`src/include/tmc_pkg.sv`:
```
// Purpose: constants, types and register map of the timer modulo and
//   channel control block
// Assumes: byte-wide register port, one register per address
// Notes: register addresses are local to this block
// Function
// (RL1) debug mode freezes the counter and its byte-read coherency latch
// (RL2) counter at terminal sets wrap flag, then wraps to zero or turns down
// (RL3) writing one terminal byte blocks wrap flag until other byte written
// (RL4) terminal value resets to zero; zero means free run over 16 bits
// (RL5) software should rewrite terminal soon after a wrap or reset counter
// (RL6) capture mode sets event flag on the selected active pin edge
// (RL7) compare or edge pwm sets event flag when counter equals channel value
// (RL8) center pwm sets event flag on every counter match, up and down
// (RL9) channel interrupt asserted while event flag set and enable is one
// (RL10) flag clears only by a read while set then a write of zero
// (RL11) a new event during the clear sequence restarts it and keeps flag
// (RL12) writing one to event flag does nothing; reset clears the flag
// (RL13) channel interrupt enable is read/write bit 6, cleared by reset
// (RL14) center pwm off and mode bit 5 high gives edge-aligned pwm
// (RL15) otherwise mode bit 4 picks input capture (0) or output compare (1)
// (RL16) edge/level bits 3:2 pick capture edge, compare level or pwm polarity
// (RL17) edge/level 00 releases the channel pin from timer functions
// (RL18) center pwm select forces every channel into center-aligned pwm
// (RL19) capture edge codes 01, 10, 11 mean rising, falling, either edge
package tmc_pkg;
  localparam int ADDR_W = 6;
  localparam int DATA_W = 8;
  localparam int CNT_W = 16;

  // register addresses
  localparam logic [ADDR_W-1:0] ADDR_TSC = 6'h00;
  localparam logic [ADDR_W-1:0] ADDR_CNT_HI = 6'h01;
  localparam logic [ADDR_W-1:0] ADDR_CNT_LO = 6'h02;
  localparam logic [ADDR_W-1:0] ADDR_MOD_HI = 6'h03;
  localparam logic [ADDR_W-1:0] ADDR_MOD_LO = 6'h04;
  localparam logic [ADDR_W-1:0] ADDR_IRQ_STAT = 6'h05;
  localparam logic [ADDR_W-1:0] ADDR_IRQ_MASK = 6'h06;
  localparam logic [ADDR_W-1:0] ADDR_CH_BASE = 6'h08;
  localparam logic [ADDR_W-1:0] ADDR_CH_STRIDE = 6'h04;
  localparam logic [ADDR_W-1:0] CH_OFF_SC = 6'h00;
  localparam logic [ADDR_W-1:0] CH_OFF_VAL_HI = 6'h01;
  localparam logic [ADDR_W-1:0] CH_OFF_VAL_LO = 6'h02;

  // bit positions
  localparam int FLAG_BIT = 7;
  localparam int IE_BIT = 6;
  localparam int CPWM_BIT = 5;
  localparam int RUN_BIT = 0;
  localparam int MS_UPPER_BIT = 5;
  localparam int MS_LOWER_BIT = 4;
  localparam int ELS_HI_BIT = 3;
  localparam int ELS_LO_BIT = 2;
  localparam int STAT_OVF_BIT = 0;
  localparam int STAT_CH_BASE = 1;

  // edge/level codes
  localparam logic [1:0] ELS_OFF = 2'h0;
  localparam logic [1:0] ELS_01 = 2'h1;
  localparam logic [1:0] ELS_10 = 2'h2;
  localparam logic [1:0] ELS_11 = 2'h3;

  // values
  localparam logic [CNT_W-1:0] CNT_ZERO = 16'h0000;
  localparam logic [CNT_W-1:0] CNT_ONE = 16'h0001;
  localparam logic [CNT_W-1:0] CNT_FULL = 16'hFFFF;
  localparam logic [CNT_W-1:0] MOD_RESET = 16'h0000;
  localparam logic [DATA_W-1:0] BYTE_ZERO = 8'h00;

  typedef struct packed {
    logic wr;
    logic rd;
    logic [ADDR_W-1:0] addr;
    logic [DATA_W-1:0] wdata;
  } tmc_bus_req_s;

  typedef struct packed {
    logic irq_en;
    logic mode_upper;
    logic mode_lower;
    logic [1:0] edge_level;
  } tmc_ch_ctrl_s;

  typedef enum {
    MODE_CAPTURE,
    MODE_COMPARE,
    MODE_EDGE_PWM,
    MODE_CENTER_PWM
  } tmc_mode_e;
endpackage : tmc_pkg

```
`src/core/tmc_timer_core.sv`:
```
// Purpose: 16-bit timer counter with terminal value, wrap flag and
//   capture/compare/pwm channels
// Assumes: one count per clock while running; pins synchronous to clock
// Notes: clear-sequence flags let a new event win over the clear
module tmc_timer_core #(
  parameter int NUM_CH = 2
) (
  input wire logic CLK_IN,
  input wire logic SYS_RST_IN,
  input wire logic DEBUG_MODE_IN,
  input wire tmc_pkg::tmc_bus_req_s BUS_IN,
  output logic [tmc_pkg::DATA_W-1:0] RD_DATA_OUT,
  input wire logic [NUM_CH-1:0] CH_PIN_IN,
  output logic [NUM_CH-1:0] CH_PIN_OUT,
  output logic [NUM_CH-1:0] CH_PIN_OE_OUT,
  output logic [NUM_CH-1:0] CH_IRQ_OUT,
  output logic OVF_IRQ_OUT,
  output logic IRQ_OUT
);
  import tmc_pkg::*;

  // status byte holds the wrap bit plus one bit per channel
  if (NUM_CH < 1 || NUM_CH > DATA_W - STAT_CH_BASE) begin : g_bad_num_ch
    $error("NUM_CH must be 1 to 7");
  end

  // true when the address hits register off of channel n
  function automatic logic ch_hit(input logic [ADDR_W-1:0] a, input int n,
                                  input logic [ADDR_W-1:0] off);
    return a == ADDR_W'(ADDR_CH_BASE + ADDR_CH_STRIDE * n + off);
  endfunction : ch_hit

  // channel mode from the global center select and channel mode bits
  function automatic tmc_mode_e ch_mode(input logic cpwm,
                                        input tmc_ch_ctrl_s c);
    if (cpwm) begin
      return MODE_CENTER_PWM; // see (RL18)
    end else if (c.mode_upper) begin
      return MODE_EDGE_PWM; // see (RL14)
    end else if (c.mode_lower) begin
      return MODE_COMPARE; // see (RL15)
    end else begin
      return MODE_CAPTURE; // see (RL15)
    end
  endfunction : ch_mode

  // counter, terminal, flag and register state
  logic [CNT_W-1:0] cnt, mod, cnt_buf, terminal, cnt_view;
  logic count_down, mod_pend_hi, mod_pend_lo, cpwm, run;
  logic ovf_flag, ovf_armed, ovf_ie, cnt_latched, cnt_first_hi;
  logic [DATA_W-1:0] irq_stat, irq_mask, rd_data, next_rd, next_stat_set;
  logic [DATA_W-1:0] ch_sc_rd [NUM_CH];
  logic [CNT_W-1:0] ch_val_rd [NUM_CH];
  logic [NUM_CH-1:0] ch_event;
  logic [ADDR_W-1:0] addr;
  logic [DATA_W-1:0] wdata;
  logic wr, rd, tsc_wr, tsc_rd, cnt_wr, cnt_rd_hi, cnt_rd_lo;
  logic step, at_term, wrap_step, ovf_set;

  // bus request fields and fixed register decodes
  assign wr = BUS_IN.wr;
  assign rd = BUS_IN.rd;
  assign addr = BUS_IN.addr;
  assign wdata = BUS_IN.wdata;
  assign tsc_wr = wr && addr == ADDR_TSC;
  assign tsc_rd = rd && addr == ADDR_TSC;
  assign cnt_wr = wr && (addr == ADDR_CNT_HI || addr == ADDR_CNT_LO);
  assign cnt_rd_hi = rd && addr == ADDR_CNT_HI;
  assign cnt_rd_lo = rd && addr == ADDR_CNT_LO;

  // counting stops in debug mode, so matches and wraps stop with it
  assign step = run && !DEBUG_MODE_IN; // see (RL1)
  assign terminal = (mod == MOD_RESET) ? CNT_FULL : mod; // see (RL4)
  assign at_term = cnt == terminal;
  // in center mode the wrap counts at the turn from terminal downward
  assign wrap_step = step && at_term && !count_down;
  assign ovf_set = wrap_step && !(mod_pend_hi || mod_pend_lo); // see (RL3)

  // main counter, up or up/down
  always_ff @(posedge CLK_IN) begin
    if (SYS_RST_IN) begin
      cnt <= CNT_ZERO;
      count_down <= 1'b0;
    end else if (cnt_wr) begin
      cnt <= CNT_ZERO;
      count_down <= 1'b0;
    end else if (step) begin
      if (!cpwm) begin
        cnt <= at_term ? CNT_ZERO : cnt + CNT_ONE; // see (RL2)
        count_down <= 1'b0;
      end else if (count_down) begin
        if (cnt == CNT_ZERO) begin
          cnt <= cnt + CNT_ONE;
          count_down <= 1'b0;
        end else begin
          cnt <= cnt - CNT_ONE;
        end
      end else if (at_term) begin
        cnt <= cnt - CNT_ONE; // see (RL2)
        count_down <= 1'b1;
      end else begin
        cnt <= cnt + CNT_ONE;
      end
    end
  end

  // terminal value bytes; a lone byte write holds off the wrap flag
  always_ff @(posedge CLK_IN) begin
    if (SYS_RST_IN) begin
      mod <= MOD_RESET; // see (RL4)
      mod_pend_hi <= 1'b0;
      mod_pend_lo <= 1'b0;
    end else if (wr && addr == ADDR_MOD_HI) begin
      mod[CNT_W-1:DATA_W] <= wdata;
      mod_pend_hi <= !mod_pend_lo; // see (RL3)
      mod_pend_lo <= 1'b0;
    end else if (wr && addr == ADDR_MOD_LO) begin
      mod[DATA_W-1:0] <= wdata;
      mod_pend_lo <= !mod_pend_hi; // see (RL3)
      mod_pend_hi <= 1'b0;
    end
  end

  // timer control bits
  always_ff @(posedge CLK_IN) begin
    if (SYS_RST_IN) begin
      ovf_ie <= 1'b0;
      cpwm <= 1'b0;
      run <= 1'b0;
    end else if (tsc_wr) begin
      ovf_ie <= wdata[IE_BIT];
      cpwm <= wdata[CPWM_BIT];
      run <= wdata[RUN_BIT];
    end
  end

  // wrap flag: read while set arms, zero write clears, new wrap wins
  always_ff @(posedge CLK_IN) begin
    if (SYS_RST_IN) begin
      ovf_flag <= 1'b0;
      ovf_armed <= 1'b0;
    end else begin
      if (tsc_rd && ovf_flag) begin
        ovf_armed <= 1'b1;
      end
      if (tsc_wr && ovf_armed && !wdata[FLAG_BIT]) begin
        ovf_flag <= 1'b0;
        ovf_armed <= 1'b0;
      end
      if (ovf_set) begin
        ovf_flag <= 1'b1; // see (RL2)
        ovf_armed <= 1'b0;
      end
    end
  end

  // coherent counter reads; the latch ignores reads while in debug
  always_ff @(posedge CLK_IN) begin
    if (SYS_RST_IN) begin
      cnt_latched <= 1'b0;
      cnt_first_hi <= 1'b0;
      cnt_buf <= CNT_ZERO;
    end else if (cnt_wr || tsc_wr) begin
      cnt_latched <= 1'b0;
    end else if (!DEBUG_MODE_IN && (cnt_rd_hi || cnt_rd_lo)) begin // see (RL1)
      if (!cnt_latched) begin
        cnt_latched <= 1'b1;
        cnt_first_hi <= cnt_rd_hi;
        cnt_buf <= cnt;
      end else if (cnt_rd_hi != cnt_first_hi) begin
        cnt_latched <= 1'b0;
      end
    end
  end
  assign cnt_view = cnt_latched ? cnt_buf : cnt;

  // channels
  for (genvar n = 0; n < NUM_CH; n++) begin : g_ch
    tmc_ch_ctrl_s ctrl;
    tmc_mode_e mode;
    logic [CNT_W-1:0] val;
    logic [DATA_W-1:0] vbuf_hi, vbuf_lo;
    logic flag, armed, vpend_hi, vpend_lo, pin_prev, pin_out;
    logic sc_wr, sc_rd, vhi_wr, vlo_wr, rise, fall, cap_edge, match;
    logic active_lvl;

    assign sc_wr = wr && ch_hit(addr, n, CH_OFF_SC);
    assign sc_rd = rd && ch_hit(addr, n, CH_OFF_SC);
    assign vhi_wr = wr && ch_hit(addr, n, CH_OFF_VAL_HI);
    assign vlo_wr = wr && ch_hit(addr, n, CH_OFF_VAL_LO);
    assign mode = ch_mode(cpwm, ctrl);
    assign rise = CH_PIN_IN[n] && !pin_prev;
    assign fall = !CH_PIN_IN[n] && pin_prev;

    // edge selection for capture; code 00 captures nothing
    always_comb begin
      case (ctrl.edge_level)
        ELS_01: cap_edge = rise; // see (RL19)
        ELS_10: cap_edge = fall; // see (RL19)
        ELS_11: cap_edge = rise || fall; // see (RL19)
        default: cap_edge = 1'b0; // see (RL17)
      endcase
    end

    // matches only count while the counter steps, so none in debug
    assign match = step && cnt == val;
    // see (RL6) (RL7) (RL8)
    assign ch_event[n] = (mode == MODE_CAPTURE) ? cap_edge : match;
    // code 10 gives high-true pulses, x1 low-true
    assign active_lvl = !ctrl.edge_level[0]; // see (RL16)

    // control bits; an sc write also drops any half-written value
    always_ff @(posedge CLK_IN) begin
      if (SYS_RST_IN) begin
        ctrl <= '0; // see (RL13)
      end else if (sc_wr) begin
        ctrl.irq_en <= wdata[IE_BIT]; // see (RL13)
        ctrl.mode_upper <= wdata[MS_UPPER_BIT];
        ctrl.mode_lower <= wdata[MS_LOWER_BIT];
        ctrl.edge_level <= wdata[ELS_HI_BIT:ELS_LO_BIT];
      end
    end

    // event flag with the read-then-write-zero clear
    always_ff @(posedge CLK_IN) begin
      if (SYS_RST_IN) begin
        flag <= 1'b0; // see (RL12)
        armed <= 1'b0;
      end else begin
        if (sc_rd && flag) begin
          armed <= 1'b1; // see (RL10)
        end
        // a one in the flag bit is ignored
        if (sc_wr && armed && !wdata[FLAG_BIT]) begin // see (RL10) (RL12)
          flag <= 1'b0;
          armed <= 1'b0;
        end
        if (ch_event[n]) begin
          flag <= 1'b1; // see (RL11)
          armed <= 1'b0;
        end
      end
    end

    // value: captured in capture mode, else two-byte coherent write
    always_ff @(posedge CLK_IN) begin
      if (SYS_RST_IN) begin
        val <= CNT_ZERO;
        vbuf_hi <= BYTE_ZERO;
        vbuf_lo <= BYTE_ZERO;
        vpend_hi <= 1'b0;
        vpend_lo <= 1'b0;
      end else if (sc_wr) begin
        vpend_hi <= 1'b0;
        vpend_lo <= 1'b0;
      end else if (mode == MODE_CAPTURE && cap_edge) begin
        val <= cnt; // see (RL6)
      end else if (vhi_wr) begin
        if (vpend_lo) begin
          val <= {wdata, vbuf_lo};
          vpend_lo <= 1'b0;
        end else begin
          vbuf_hi <= wdata;
          vpend_hi <= 1'b1;
        end
      end else if (vlo_wr) begin
        if (vpend_hi) begin
          val <= {vbuf_hi, wdata};
          vpend_hi <= 1'b0;
        end else begin
          vbuf_lo <= wdata;
          vpend_lo <= 1'b1;
        end
      end
    end

    // pin level per mode
    always_ff @(posedge CLK_IN) begin
      if (SYS_RST_IN) begin
        pin_prev <= 1'b0;
        pin_out <= 1'b0;
      end else begin
        pin_prev <= CH_PIN_IN[n];
        case (mode)
          MODE_COMPARE: begin
            if (match) begin
              case (ctrl.edge_level) // see (RL16)
                ELS_01: pin_out <= !pin_out;
                ELS_10: pin_out <= 1'b0;
                ELS_11: pin_out <= 1'b1;
                default: pin_out <= pin_out;
              endcase
            end
          end
          MODE_EDGE_PWM: begin
            // a wrap in the same cycle wins, giving full duty at terminal
            if (wrap_step) begin
              pin_out <= active_lvl;
            end else if (match) begin
              pin_out <= !active_lvl;
            end
          end
          MODE_CENTER_PWM: begin
            if (match) begin
              pin_out <= count_down ? active_lvl : !active_lvl;
            end
          end
          default: pin_out <= pin_out;
        endcase
      end
    end

    // released pin for code 00 and for capture inputs
    assign CH_PIN_OE_OUT[n] = ctrl.edge_level != ELS_OFF &&
                              mode != MODE_CAPTURE; // see (RL17)
    assign CH_PIN_OUT[n] = pin_out;
    assign CH_IRQ_OUT[n] = flag && ctrl.irq_en; // see (RL9)

    // register view of the channel
    always_comb begin
      ch_sc_rd[n] = BYTE_ZERO;
      ch_sc_rd[n][FLAG_BIT] = flag;
      ch_sc_rd[n][IE_BIT] = ctrl.irq_en;
      ch_sc_rd[n][MS_UPPER_BIT] = ctrl.mode_upper;
      ch_sc_rd[n][MS_LOWER_BIT] = ctrl.mode_lower;
      ch_sc_rd[n][ELS_HI_BIT:ELS_LO_BIT] = ctrl.edge_level;
    end
    assign ch_val_rd[n] = val;
  end

  // sticky event bits for the summary interrupt
  always_comb begin
    next_stat_set = BYTE_ZERO;
    next_stat_set[STAT_OVF_BIT] = ovf_set;
    for (int i = 0; i < NUM_CH; i++) begin
      next_stat_set[STAT_CH_BASE + i] = ch_event[i];
    end
  end

  // status clears on read, but an event in that cycle still lands
  always_ff @(posedge CLK_IN) begin
    if (SYS_RST_IN) begin
      irq_stat <= BYTE_ZERO;
    end else if (rd && addr == ADDR_IRQ_STAT) begin
      irq_stat <= next_stat_set;
    end else begin
      irq_stat <= irq_stat | next_stat_set;
    end
  end

  // interrupt mask
  always_ff @(posedge CLK_IN) begin
    if (SYS_RST_IN) begin
      irq_mask <= BYTE_ZERO;
    end else if (wr && addr == ADDR_IRQ_MASK) begin
      irq_mask <= wdata;
    end
  end

  // read mux; unmapped addresses read zero
  always_comb begin
    next_rd = BYTE_ZERO;
    if (addr == ADDR_TSC) begin
      next_rd[FLAG_BIT] = ovf_flag;
      next_rd[IE_BIT] = ovf_ie;
      next_rd[CPWM_BIT] = cpwm;
      next_rd[RUN_BIT] = run;
    end else if (addr == ADDR_CNT_HI) begin
      next_rd = cnt_view[CNT_W-1:DATA_W];
    end else if (addr == ADDR_CNT_LO) begin
      next_rd = cnt_view[DATA_W-1:0];
    end else if (addr == ADDR_MOD_HI) begin
      next_rd = mod[CNT_W-1:DATA_W];
    end else if (addr == ADDR_MOD_LO) begin
      next_rd = mod[DATA_W-1:0];
    end else if (addr == ADDR_IRQ_STAT) begin
      next_rd = irq_stat;
    end else if (addr == ADDR_IRQ_MASK) begin
      next_rd = irq_mask;
    end else begin
      for (int i = 0; i < NUM_CH; i++) begin
        if (ch_hit(addr, i, CH_OFF_SC)) begin
          next_rd = ch_sc_rd[i];
        end else if (ch_hit(addr, i, CH_OFF_VAL_HI)) begin
          next_rd = ch_val_rd[i][CNT_W-1:DATA_W];
        end else if (ch_hit(addr, i, CH_OFF_VAL_LO)) begin
          next_rd = ch_val_rd[i][DATA_W-1:0];
        end
      end
    end
  end

  // read data stand only in the cycle after the strobe
  always_ff @(posedge CLK_IN) begin
    if (SYS_RST_IN) begin
      rd_data <= BYTE_ZERO;
    end else begin
      rd_data <= rd ? next_rd : BYTE_ZERO;
    end
  end

  assign RD_DATA_OUT = rd_data;
  assign OVF_IRQ_OUT = ovf_flag && ovf_ie;
  assign IRQ_OUT = |(irq_stat & irq_mask);
endmodule : tmc_timer_core

```
`config.mk`:
```
export PLATFORM = sky130hd
export DESIGN_NAME = tmc_timer_core
export DESIGN_NICKNAME = d
export VERILOG_FILES = /design/src/include/tmc_pkg.sv /design/src/core/tmc_timer_core.sv
export SDC_FILE = /design/constraint.sdc
export NUM_CORES = 1
export LEC_CHECK = 0
export BUFFER_PORTS_ARGS = -buffer_cell sky130_fd_sc_hd__buf_2
export CELL_PAD_IN_SITES_DETAIL_PLACEMENT = 2
export CELL_PAD_IN_SITES_GLOBAL_PLACEMENT = 2
export CORE_MARGIN = 5
export CORE_UTILIZATION = 34
export CTS_CLUSTER_DIAMETER = 40
export DETAILED_ROUTE_END_ITERATION = 10
export PLACE_DENSITY_LB_ADDON = 0.1
export REMOVE_ABC_BUFFERS = 1
export SYNTH_ARGS = -nofsm -noshare
export SYNTH_HDL_FRONTEND = slang
export SYNTH_SLANG_ARGS = --single-unit
```
`constraint.sdc`:
```
create_clock -name CLK_IN -period 3.1 [get_ports CLK_IN]
set_clock_uncertainty 0.2 [all_clocks]
set_input_delay 0.155 -clock CLK_IN [delete_from_list [all_inputs] [get_ports CLK_IN]]
set_output_delay 0.155 -clock CLK_IN [all_outputs]
set_load 0.01 [all_outputs]
```
---- Yosys cells after proc, flatten, opt, wreduce, memory -nomap -nowiden ----
Cells that the tools add are included.
word-level totals
  logic and storage cells ................. 299
  bits in writable memories ............... 0
  output and inout port bits .............. 16
  memory bits (read-only) ................. 0
  register bits ........................... 168
  bits in latches ......................... 0
  memories ................................ 0
cells by class
  add/sub/neg operators ................... 2
  div/mod/pow operators ................... 0
  $mul .................................... 0
  shift operators ......................... 0
  order comparisons ....................... 0
  eq/ne operators ......................... 42
  reduce and logical (&&, ||, !) cells .... 112
  bitwise gates (word level) .............. 16
  muxes and demuxes ....................... 82
operators by type and width
  kind                                                                    number
  16-bit two-way mux                                                      17
  8-bit two-way mux                                                       12
  32-bit by 2-bit equality test with 1-bit output, second input constant  2
  32-bit zero test                                                        2
  32-bit nonzero test                                                     2
  16-bit equality test                                                    3
  1-bit logical AND                                                       44
  1-bit two-way mux                                                       41
  6-bit by 4-bit equality test with 1-bit output, second input constant   6
  32-bit by 1-bit equality test with 1-bit output, second input constant  1
  16-bit zero test                                                        2
  5-bit AND reduction                                                     4
  6-bit by 3-bit equality test with 1-bit output, second input constant   3
  1-bit one-hot mux with 3 select lines                                   6
  3-bit nonzero test                                                      6
  16-bit by 1-bit adder with 16-bit output, second input constant         1
  4-bit AND reduction                                                     4
  2-bit nonzero test                                                      8
  16-bit by 1-bit subtractor with 16-bit output, second input constant    1
  3-bit AND reduction                                                     5
  1-bit zero test                                                         14
  1-bit NOT                                                               14
  2-bit OR reduction                                                      7
  2-bit equality test, second input constant                              6
  other kinds (18)                                                        43

---- Longest topological paths before layout ----
Gate-level depths: netlist of run 1.
  depth after elaboration ................. 14
  mapped depth ............................ 11

---- Least setup slack after synthesis of run 1 ----
Ideal clock, no wire load.
  path type ............................... register to register
  start point ............................. reg mod[9]
  end point ............................... reg cnt[7]
  data arrival time ....................... 2,548 ps
  path slack .............................. 216 ps
  cell stages (with the launch flop) ...... 11
  clock period less this slack ............ 2,884 ps
  required time ........................... 2,764 ps
  path through ............................ dfxtp_1 -> nor4_2 -> buf_6 -> a41oi_1 -> xnor2_1 -> nor4_2 -> nand4_2 -> buf_6 -> and3_1 -> a2111oi_0 -> a211oi_1
between the ends
  longest elaborated chain between the ends .. 6
RTL lines
  what                               line                   source
  from (decl)                        tmc_timer_core.sv:48   logic [CNT_W-1:0] cnt, mod, cnt_buf, terminal, cnt_view;
  from (signal, indexed assignment)  tmc_timer_core.sv:114  mod[CNT_W-1:DATA_W] <= wdata;
  from (signal, indexed assignment)  tmc_timer_core.sv:118  mod[DATA_W-1:0] <= wdata;
  16-bit zero test                   tmc_timer_core.sv:73   assign terminal = (mod == MOD_RESET) ? CNT_FULL : mod;
  16-bit two-way mux (*)             tmc_timer_core.sv:73
  16-bit equality test (*)           tmc_timer_core.sv:74   assign at_term = cnt == terminal;
  16-bit two-way mux                 tmc_timer_core.sv:98   end else if (at_term) begin
  16-bit two-way mux                 tmc_timer_core.sv:91   end else if (count_down) begin
  16-bit two-way mux (*)             tmc_timer_core.sv:88   if (!cpwm) begin
  to (signal assigned)               tmc_timer_core.sv:89   cnt <= at_term ? CNT_ZERO : cnt + CNT_ONE;
  to (signal assigned)               tmc_timer_core.sv:93   cnt <= cnt + CNT_ONE;
  to (signal assigned)               tmc_timer_core.sv:99   cnt <= cnt - CNT_ONE;
  to (decl)                          tmc_timer_core.sv:48
Mark *: on every way between the ends. The rest lies on a longest branch, timed or not.
A chain may end at the register's enable or synchronous reset.

---- Worst setup path after layout of run 1 ----
  start point ............................. reg mod[14]
  end point ............................... reg cnt[15]
The elaborated chain is that of the path after synthesis.

==> results by group, run 1 <==
Synth
  – Post-synthesis cell count: 1195
  – Syn_area_per_cell: 7.88 sq um
  – Number of synthesized flops with an enable pin: 0
  – Post-synthesis mux area share: 8.86%
  – Adder-cell area share of the yosys netlist: 2.26%
  – Synthesized cell area: 9420 sq um
  – Xor/xnor share of the synthesized area: 5.21%
  – YS warnings: 0
  – Post-synth top area share: 34.6%
  – Seq/Total Area, Yosys: 34.6%
  – Compound-Gate Fraction of Synth Area: 19.2%
  – Distinct cells, synth: 72
  – Largest family of logic cells by synthesized area: simple AND/OR/NAND/NOR gates
  – Ys async rst share: 0%
  – Synth area leaders: dfxtp_1 35%, mux2i_1 7.5%, nand2_1 6.7%, a21oi_1 5.9%, nor2_1 5.5%
  – Dominant synthesized flop cell: dfxtp_1
  – Synth Area in Simple Gates: 24.0%
  – Synth Register Bits: 163
  – Cell taking the most area after synthesis: dfxtp_1

Timing
  – Worst-Margin Slew: 894 ps
  – Setup TNS Final: 0 ps
  – Headroom to the max-slew limit: 40.3%
  – Final setup margin: 162 ps
  – Hold Slack: 15.7 ps
  – F_max: 340 MHz
  – Hold Violations, Final: 0
  – Slew Limit Fails: 0
  – Min Tclk post-route: 2940 ps
  – Final setup violation count: 0
  – Period Utilization, post-route: 94.8%

Power and ir drop
  – Int Power: 3.54 mW
  – P_sw: 1.19 mW
  – Flop pwr share: 44.5%
  – P per Cell Area: 422 nW/um^2
  – Comb pwr share: 5.2%
  – Clock network power share: 50.3%
  – Sw frac: 25.2%
  – Max VDD drop: 0.361 mV
  – Lkg Pwr: 4.45 nW
  – Power, Total: 4.73 mW

Clocking
  – Worst skew pair latency: 440 ps
  – CTS tree: yes
  – CTS Buffer Depth: 2
  – CTS clk-pin slew, worst paths: 70 ps
  – Root Buffer: clkbuf_16
  – Post-CTS setup buffers: 0
  – Clk sinks: 163
  – H-tree Lvls: 4
  – Total clock buffers created by CTS: 17

Global route
  – Vias in the first global route: 10007
  – Total global routing overflow: 0
  – Total GRT Usage: 26.9%
  – Initial antenna violation count: 0
  – Largest net degree at the start of global routing: 65
  – First-pass GRT wire length: 63500 um

Layout
  – Util after Layout: 40.6%
  – Area growth from synthesis to layout: 18.8%
  – Count of non-filler cells in the finished layout: 1646
  – Layout cell share with drive strength beyond 1: 17.2%
  – Finished Cell Area: 11200 sq um
  – Nets: 1294
  – Antenna diodes: 0

Run
  – Max-cap check violation count: 0

Placement
  – Detailed Place HPWL: 30000 um
  – PortBufs: 36
  – Routability Congestion: 0.854
  – Dpl cells: 1606
  – Area after DPL: 10400 sq um
  – Worst slack at placement: -25.6 ps

Setup path
  – Critical path's largest stage delay: 350 ps
  – Crit Path Max Fanout: 14
  – Crit-path cells: nor4_4 -> clkbuf_4 -> a41oi_1 -> xnor2_1 -> nor4_2 -> nand4_2 -> buf_12 -> a21boi_2 -> a21oi_1 -> a311o_1
  – Setup crit start kind: register
  – CP Buf/Inv Count: 2
  – Req. time, crit path: 3220 ps
  – Worst Path Arrival: 3060 ps
  – Max stage delay cell, worst path: nor4_2
  – Delay-heaviest family, CP: simple AND/OR/NAND/NOR gates
  – Endpoint class of the critical path: register
  – Worst Path Class, Setup: reg2reg

Hold path
  – Tightest Hold Check Type: in2reg

Drt
  – Routed length per instance: 25.3 um
  – Initial DRC Count: 764
  – Vias per Instance: 5.82
  – Final WL: 41700 um
  – Vias: 9575
  – Number of routed nets with antenna violations: 0
  – DRC: 0
  – TritonRoute pass-1 iters: 5

Floorplan
  – CORE AREA: 27600 sq um
  – Rows: 61
  – Die Area: 31100 sq um
  – Die width: 176 um
  – I/O pin cnt: 37
  – Die Ht: 176 um
  – Initial Util: 34.2%

Run status
  – Status: completed
-- area by class of cell --
cell class                 instances  area [sq um]
inverter                          19          71.3
multi-input combinational        905          5640
clock buffer                      18           429
sequential                       163          3260
fill                            3158         16400
timing repair buffer             150          1110
clock inverter                    13           200
tap                              378           473
-- flip-flops by register name, summed over array words and instances (netlist names), 10 cells and up --
name,flops
ch_sc_rd,10
cnt,16
cnt_buf,16
g_ch.val,32
g_ch.vbuf_hi,16
g_ch.vbuf_lo,16
mod,16
-- cell families (layout without fill, tap and decap cells) --
family	Yosys count	count (layout)
adders and majority gates	17	17
muxes	82	82
xor gates and xnor gates	56	56
AOI/OAI and AO/OA	266	266
buffers and inverters	127	200
and+or+nand+nor	484	484
DFF	163	163
-- cells in the mapped netlist, drive strengths merged, types with 3 or more instances --
master	number
a211o	3
a211oi	6
a21boi	4
a21oi	114
a221oi	21
a222oi	5
a22oi	17
a311oi	17
a31oi	8
a32oi	3
a41oi	16
and2	4
and3	6
and4	4
buf	29
clkbuf	79
dfxtp	163
ha	17
inv	18
mux2	11
mux2i	71
nand2	168
nand2b	8
nand3	72
nand3b	3
nand4	7
nor2	142
nor2b	4
nor3	25
nor3b	3
nor4	19
nor4b	4
o21ai	22
o22ai	8
o31ai	3
o32ai	3
or3	6
xnor2	24
xor2	32
-- routing by layer --
layer	track usage (%)	vias to the layer above	wire length, um	share of wire, %
li1	-	4372	-	-
met1	37.1	4898	19200	46
met2	43.5	250	19500	47
met3	4.11	55	2020	4.8
met4	8.12	0	1070	2.6
met5	0	-	0	0
-- worst register-to-register path, stage by stage, from the launching register on --
cell and delay (ps):
dfxtp_1 340, nor4_4 320, clkbuf_4 250, a41oi_1 140, xnor2_1 170, nor4_2 350, nand4_2 170, buf_12 190
a21boi_2 260, a21oi_1 110, a311o_1 320
-- path summary, 6_finish.rpt --
path,startpoint,endpoint,slack (ps),cells after the start
max,mod[14]$_SDFFE_PP0P_,cnt[15]$_SDFFE_PP0P_,160,10
min,BUS_IN[2],mod[2]$_SDFFE_PP0P_,20,3
max reg2reg,mod[14]$_SDFFE_PP0P_,cnt[15]$_SDFFE_PP0P_,160,10
min reg2reg,cnt_buf[2]$_SDFFE_PP0P_,cnt_buf[2]$_SDFFE_PP0P_,260,2
-- power groups by stage --
| stage | Combinational [mW] | Sequential, mW | Clock (mW) |
|---|---|---|---|
| 3_3_place_gp | 0.232 | 2.15 | 0 |
| 6_report | 0.246 | 2.10 | 2.38 |
| 3_5_place_dp | 0.236 | 2.15 | 0 |
| 2_1_floorplan | 0.0806 | 2.15 | 0 |
| 4_1_cts | 0.246 | 2.10 | 2.42 |
| 5_1_grt | 0.264 | 2.10 | 2.50 |
-- cell usage in the layout (no fill, tap or decap), drive strengths merged, types with 5 or more instances in the layout --
| cell type | netlist | final |
|---|---|---|
| dfxtp | 163 | 163 |
| ha | 17 | 17 |
| nand4 | 7 | 7 |
| a222oi | 5 | 5 |
| and3 | 6 | 6 |
| a21oi | 114 | 114 |
| nor3 | 25 | 25 |
| nor4 | 19 | 19 |
| o22ai | 8 | 8 |
| a41oi | 16 | 16 |
| inv | 18 | 22 |
| a221oi | 21 | 21 |
| a31oi | 8 | 8 |
| buf | 29 | 141 |
| nor2 | 142 | 142 |
| mux2 | 11 | 11 |
| or3 | 6 | 6 |
| xor2 | 32 | 32 |
| a22oi | 17 | 17 |
| clkbuf | 79 | 19 |
| dlygate4sd3 | 0 | 8 |
| xnor2 | 24 | 24 |
| nand2b | 8 | 8 |
| nand2 | 168 | 168 |
| a211oi | 6 | 6 |
| mux2i | 71 | 71 |
| a311oi | 17 | 17 |
| nand3 | 72 | 72 |
| o21ai | 22 | 22 |
-- timing repair --
item	4_1_cts	5_1_grt
hold buffers	8	0
cloned	0	1
endpoints found under the hold margin	34	0
pin swaps	0	1
gates resized for setup	1	8
setup endpoints to repair	3	5
(Power assumes the default switching activity.)
==> run 2, diff against run 1 <==
--- a/config.mk
+++ b/config.mk
@@ -6,12 +6,14 @@
 export NUM_CORES = 1
 export LEC_CHECK = 0
 export BUFFER_PORTS_ARGS = -buffer_cell sky130_fd_sc_hd__buf_2
+export CAP_MARGIN = 10
 export CELL_PAD_IN_SITES_DETAIL_PLACEMENT = 2
 export CELL_PAD_IN_SITES_GLOBAL_PLACEMENT = 2
 export CORE_MARGIN = 5
 export CORE_UTILIZATION = 34
 export CTS_CLUSTER_DIAMETER = 40
 export DETAILED_ROUTE_END_ITERATION = 10
+export HOLD_SLACK_MARGIN = 0.12
 export PLACE_DENSITY_LB_ADDON = 0.1
 export REMOVE_ABC_BUFFERS = 1
 export SYNTH_ARGS = -nofsm -noshare
==> run 2 against run 1 <==
Sequential share of layout area decreased by 0.13 points. Combinational power increased by 2%. Core utilization increased by 0.18 points. Global-route usage about the same. Worst hold slack improved by 120 ps. First-iteration DRC count decreased by 5.6%. Largest power group unchanged. Highest routed layer unchanged.
==> results by group, run 2 (synthesis results as in run 1) <==
Floorplan
  – CORE AREA: 27600 sq um (unchanged)
  – I/O pin cnt: 37 (unchanged)
  – Initial Util: 34.2% (unchanged)
  – Die width: 176 um (unchanged)
  – Rows: 61 (unchanged)
  – Die Ht: 176 um (unchanged)
  – Die Area: 31100 sq um (unchanged)

Drt
  – Vias per Instance: 5.81 (about the same)
  – Final WL: 41800 um (+0.30%)
  – Routed length per instance: 25.3 um (about the same)
  – Initial DRC Count: 721 (-5.6%)
  – TritonRoute pass-1 iters: 5 (unchanged)
  – Number of routed nets with antenna violations: 0 (unchanged)
  – Vias: 9596 (+0.22%)
  – DRC: 0 (unchanged)

Setup path
  – Critical path's largest stage delay: 610 ps (+260 ps)
  – Max stage delay cell, worst path: or4_1
  – Endpoint class of the critical path: register
  – Worst Path Class, Setup: reg2reg
  – Setup crit start kind: register
  – Delay-heaviest family, CP: simple AND/OR/NAND/NOR gates
  – Worst Path Arrival: 3110 ps (+50 ps)
  – Crit Path Max Fanout: 4 (-10)
  – Crit-path cells: ha_1 -> and3_1 -> and3_1 -> nand3_1 -> or4_1 -> or2_2 -> a311o_1 -> a21oi_1
  – Cell mode on critical path: and3_1
  – CP Buf/Inv Count: 0 (-2)
  – Req. time, crit path: 3270 ps (+50 ps)

Timing
  – Hold Violations, Final: 0 (unchanged)
  – Slew Limit Fails: 0 (unchanged)
  – Final setup violation count: 0 (unchanged)
  – Worst-Margin Slew: 865 ps (-29.1 ps)
  – Hold Slack: 139 ps (+123 ps)
  – Period Utilization, post-route: 95.0% (+0.20 points)
  – Final setup margin: 156 ps (-6.13 ps)
  – F_max: 340 MHz (-0.21%)
  – Min Tclk post-route: 2940 ps (+6.13 ps)
  – Setup TNS Final: 0 ps (unchanged)
  – Headroom to the max-slew limit: 42.3% (+1.9 points)

Layout
  – Commonest non-fill, non-tap cell in the layout: nand2_1
  – Max reg flops: 32 (unchanged)
  – Finished Cell Area: 11200 sq um (+0.45%)
  – Count of non-filler cells in the finished layout: 1651 (+0.30%)
  – Biggest register: g_ch.val
  – Nets: 1299 (+0.39%)
  – Antenna diodes: 0 (unchanged)
  – Layout cell share with drive strength beyond 1: 17.1% (-0.068 points)
  – Leading cell types in the layout, fill and taps excluded: 168 x nand2_1, 163 x dfxtp_1, 137 x nor2_1
  – Util after Layout: 40.8% (+0.18 points)
  – Area growth from synthesis to layout: 19.3%

Placement
  – PortBufs: 36 (unchanged)
  – Dpl cells: 1606 (unchanged)
  – Worst slack at placement: -25.6 ps (unchanged)
  – Routability Congestion: 0.854 (unchanged)
  – Area after DPL: 10400 sq um (unchanged)
  – Detailed Place HPWL: 30000 um (unchanged)

Clocking
  – CTS Buffer Depth: 2 (unchanged)
  – CTS tree: yes
  – Clk sinks: 163 (unchanged)
  – Total clock buffers created by CTS: 17 (unchanged)
  – H-tree Lvls: 4 (unchanged)
  – Worst skew pair latency: 440 ps (about the same)
  – Post-CTS setup buffers: 0 (unchanged)
  – CTS clk-pin slew, worst paths: 70 ps (about the same)
  – Root Buffer: clkbuf_16

Power and ir drop
  – Comb pwr share: 5.3% (about the same)
  – Flop pwr share: 44.4% (about the same)
  – Power, Total: 4.73 mW (+0.15%)
  – Int Power: 3.54 mW (+0.12%)
  – P_sw: 1.19 mW (+0.24%)
  – Max VDD drop: 0.362 mV (+0.26%)
  – Sw frac: 25.2% (about the same)
  – P per Cell Area: 421 nW/um^2 (-0.30%)
  – Clock network power share: 50.2% (about the same)
  – Lkg Pwr: 4.47 nW (+0.47%)

Global route
  – Initial antenna violation count: 0 (unchanged)
  – Vias in the first global route: 10036 (+0.29%)
  – First-pass GRT wire length: 63500 um (+0.13%)
  – Largest net degree at the start of global routing: 65 (unchanged)
  – Total GRT Usage: 26.9% (+0.027 points)
  – Total global routing overflow: 0 (unchanged)

Run status
  – Status: completed

Hold path
  – Tightest Hold Check Type: in2reg

Run
  – Max-cap check violation count: 0 (unchanged)
==> run 2: cell types whose count changed in the layout (fill, tap and decap cells not counted), sizes merged <==
cell / before / now
dlygate4sd3: 8 / 13
==> run 2: timing repair <==
item / CTS / global route
pin swaps: 0 / 1
endpoints found under the setup margin: 3 / 5
hold endpoints to repair: 89 / 0
hold buffers: 13 / 0
resized for setup: 1 / 8
gates cloned: 0 / 1
==> run 2: power by group through the flow <==
| stage | clock network (mW) | logic [mW] | registers [mW] |
|---|---|---|---|
| after floorplan | 0 | 0.0806 | 2.15 |
| after global placement | 0 | 0.232 | 2.15 |
| after detailed placement | 0 | 0.236 | 2.15 |
| after CTS | 2.42 | 0.251 | 2.10 |
| after global routing | 2.50 | 0.269 | 2.10 |
| final | 2.38 | 0.252 | 2.10 |
==> run 2: worst register-to-register path: stages (launching register included) <==
cell     delay [ps]
dfxtp_1         390
ha_1            270
and3_1          250
and3_1          240
nand3_1         180
or4_1           610
or2_2           290
a311o_1         310
a21oi_1         140
==> run 2: final cells by class <==
type	count	area [sq um]
multi-input combinational	905	5640
tap	378	473
timing repair buffer	155	1160
clock buffer	18	429
sequential	163	3260
inverter	19	71.3
fill	3165	16300
clock inverter	13	200
==> run 2: worst paths after layout <==
check                               start                        to  slack, ps  cells after the start
setup / recovery      cnt[1]$_SDFFE_PP0P_      cnt[14]$_SDFFE_PP0P_        160                      8
hold / removal                 BUS_IN[10]  irq_mask[0]$_SDFFE_PP0P_        140                      5
setup reg to reg      cnt[1]$_SDFFE_PP0P_      cnt[14]$_SDFFE_PP0P_        160                      8
hold reg to reg   cnt_buf[2]$_SDFFE_PP0P_   cnt_buf[2]$_SDFFE_PP0P_        260                      2
==> run 2: routing by layer <==
layer  routed length (um)  track usage, %
met1                19400            37.1
met2                19600            43.6
met3                 1830            4.11
met4                 1010            8.12
met5                    0               0
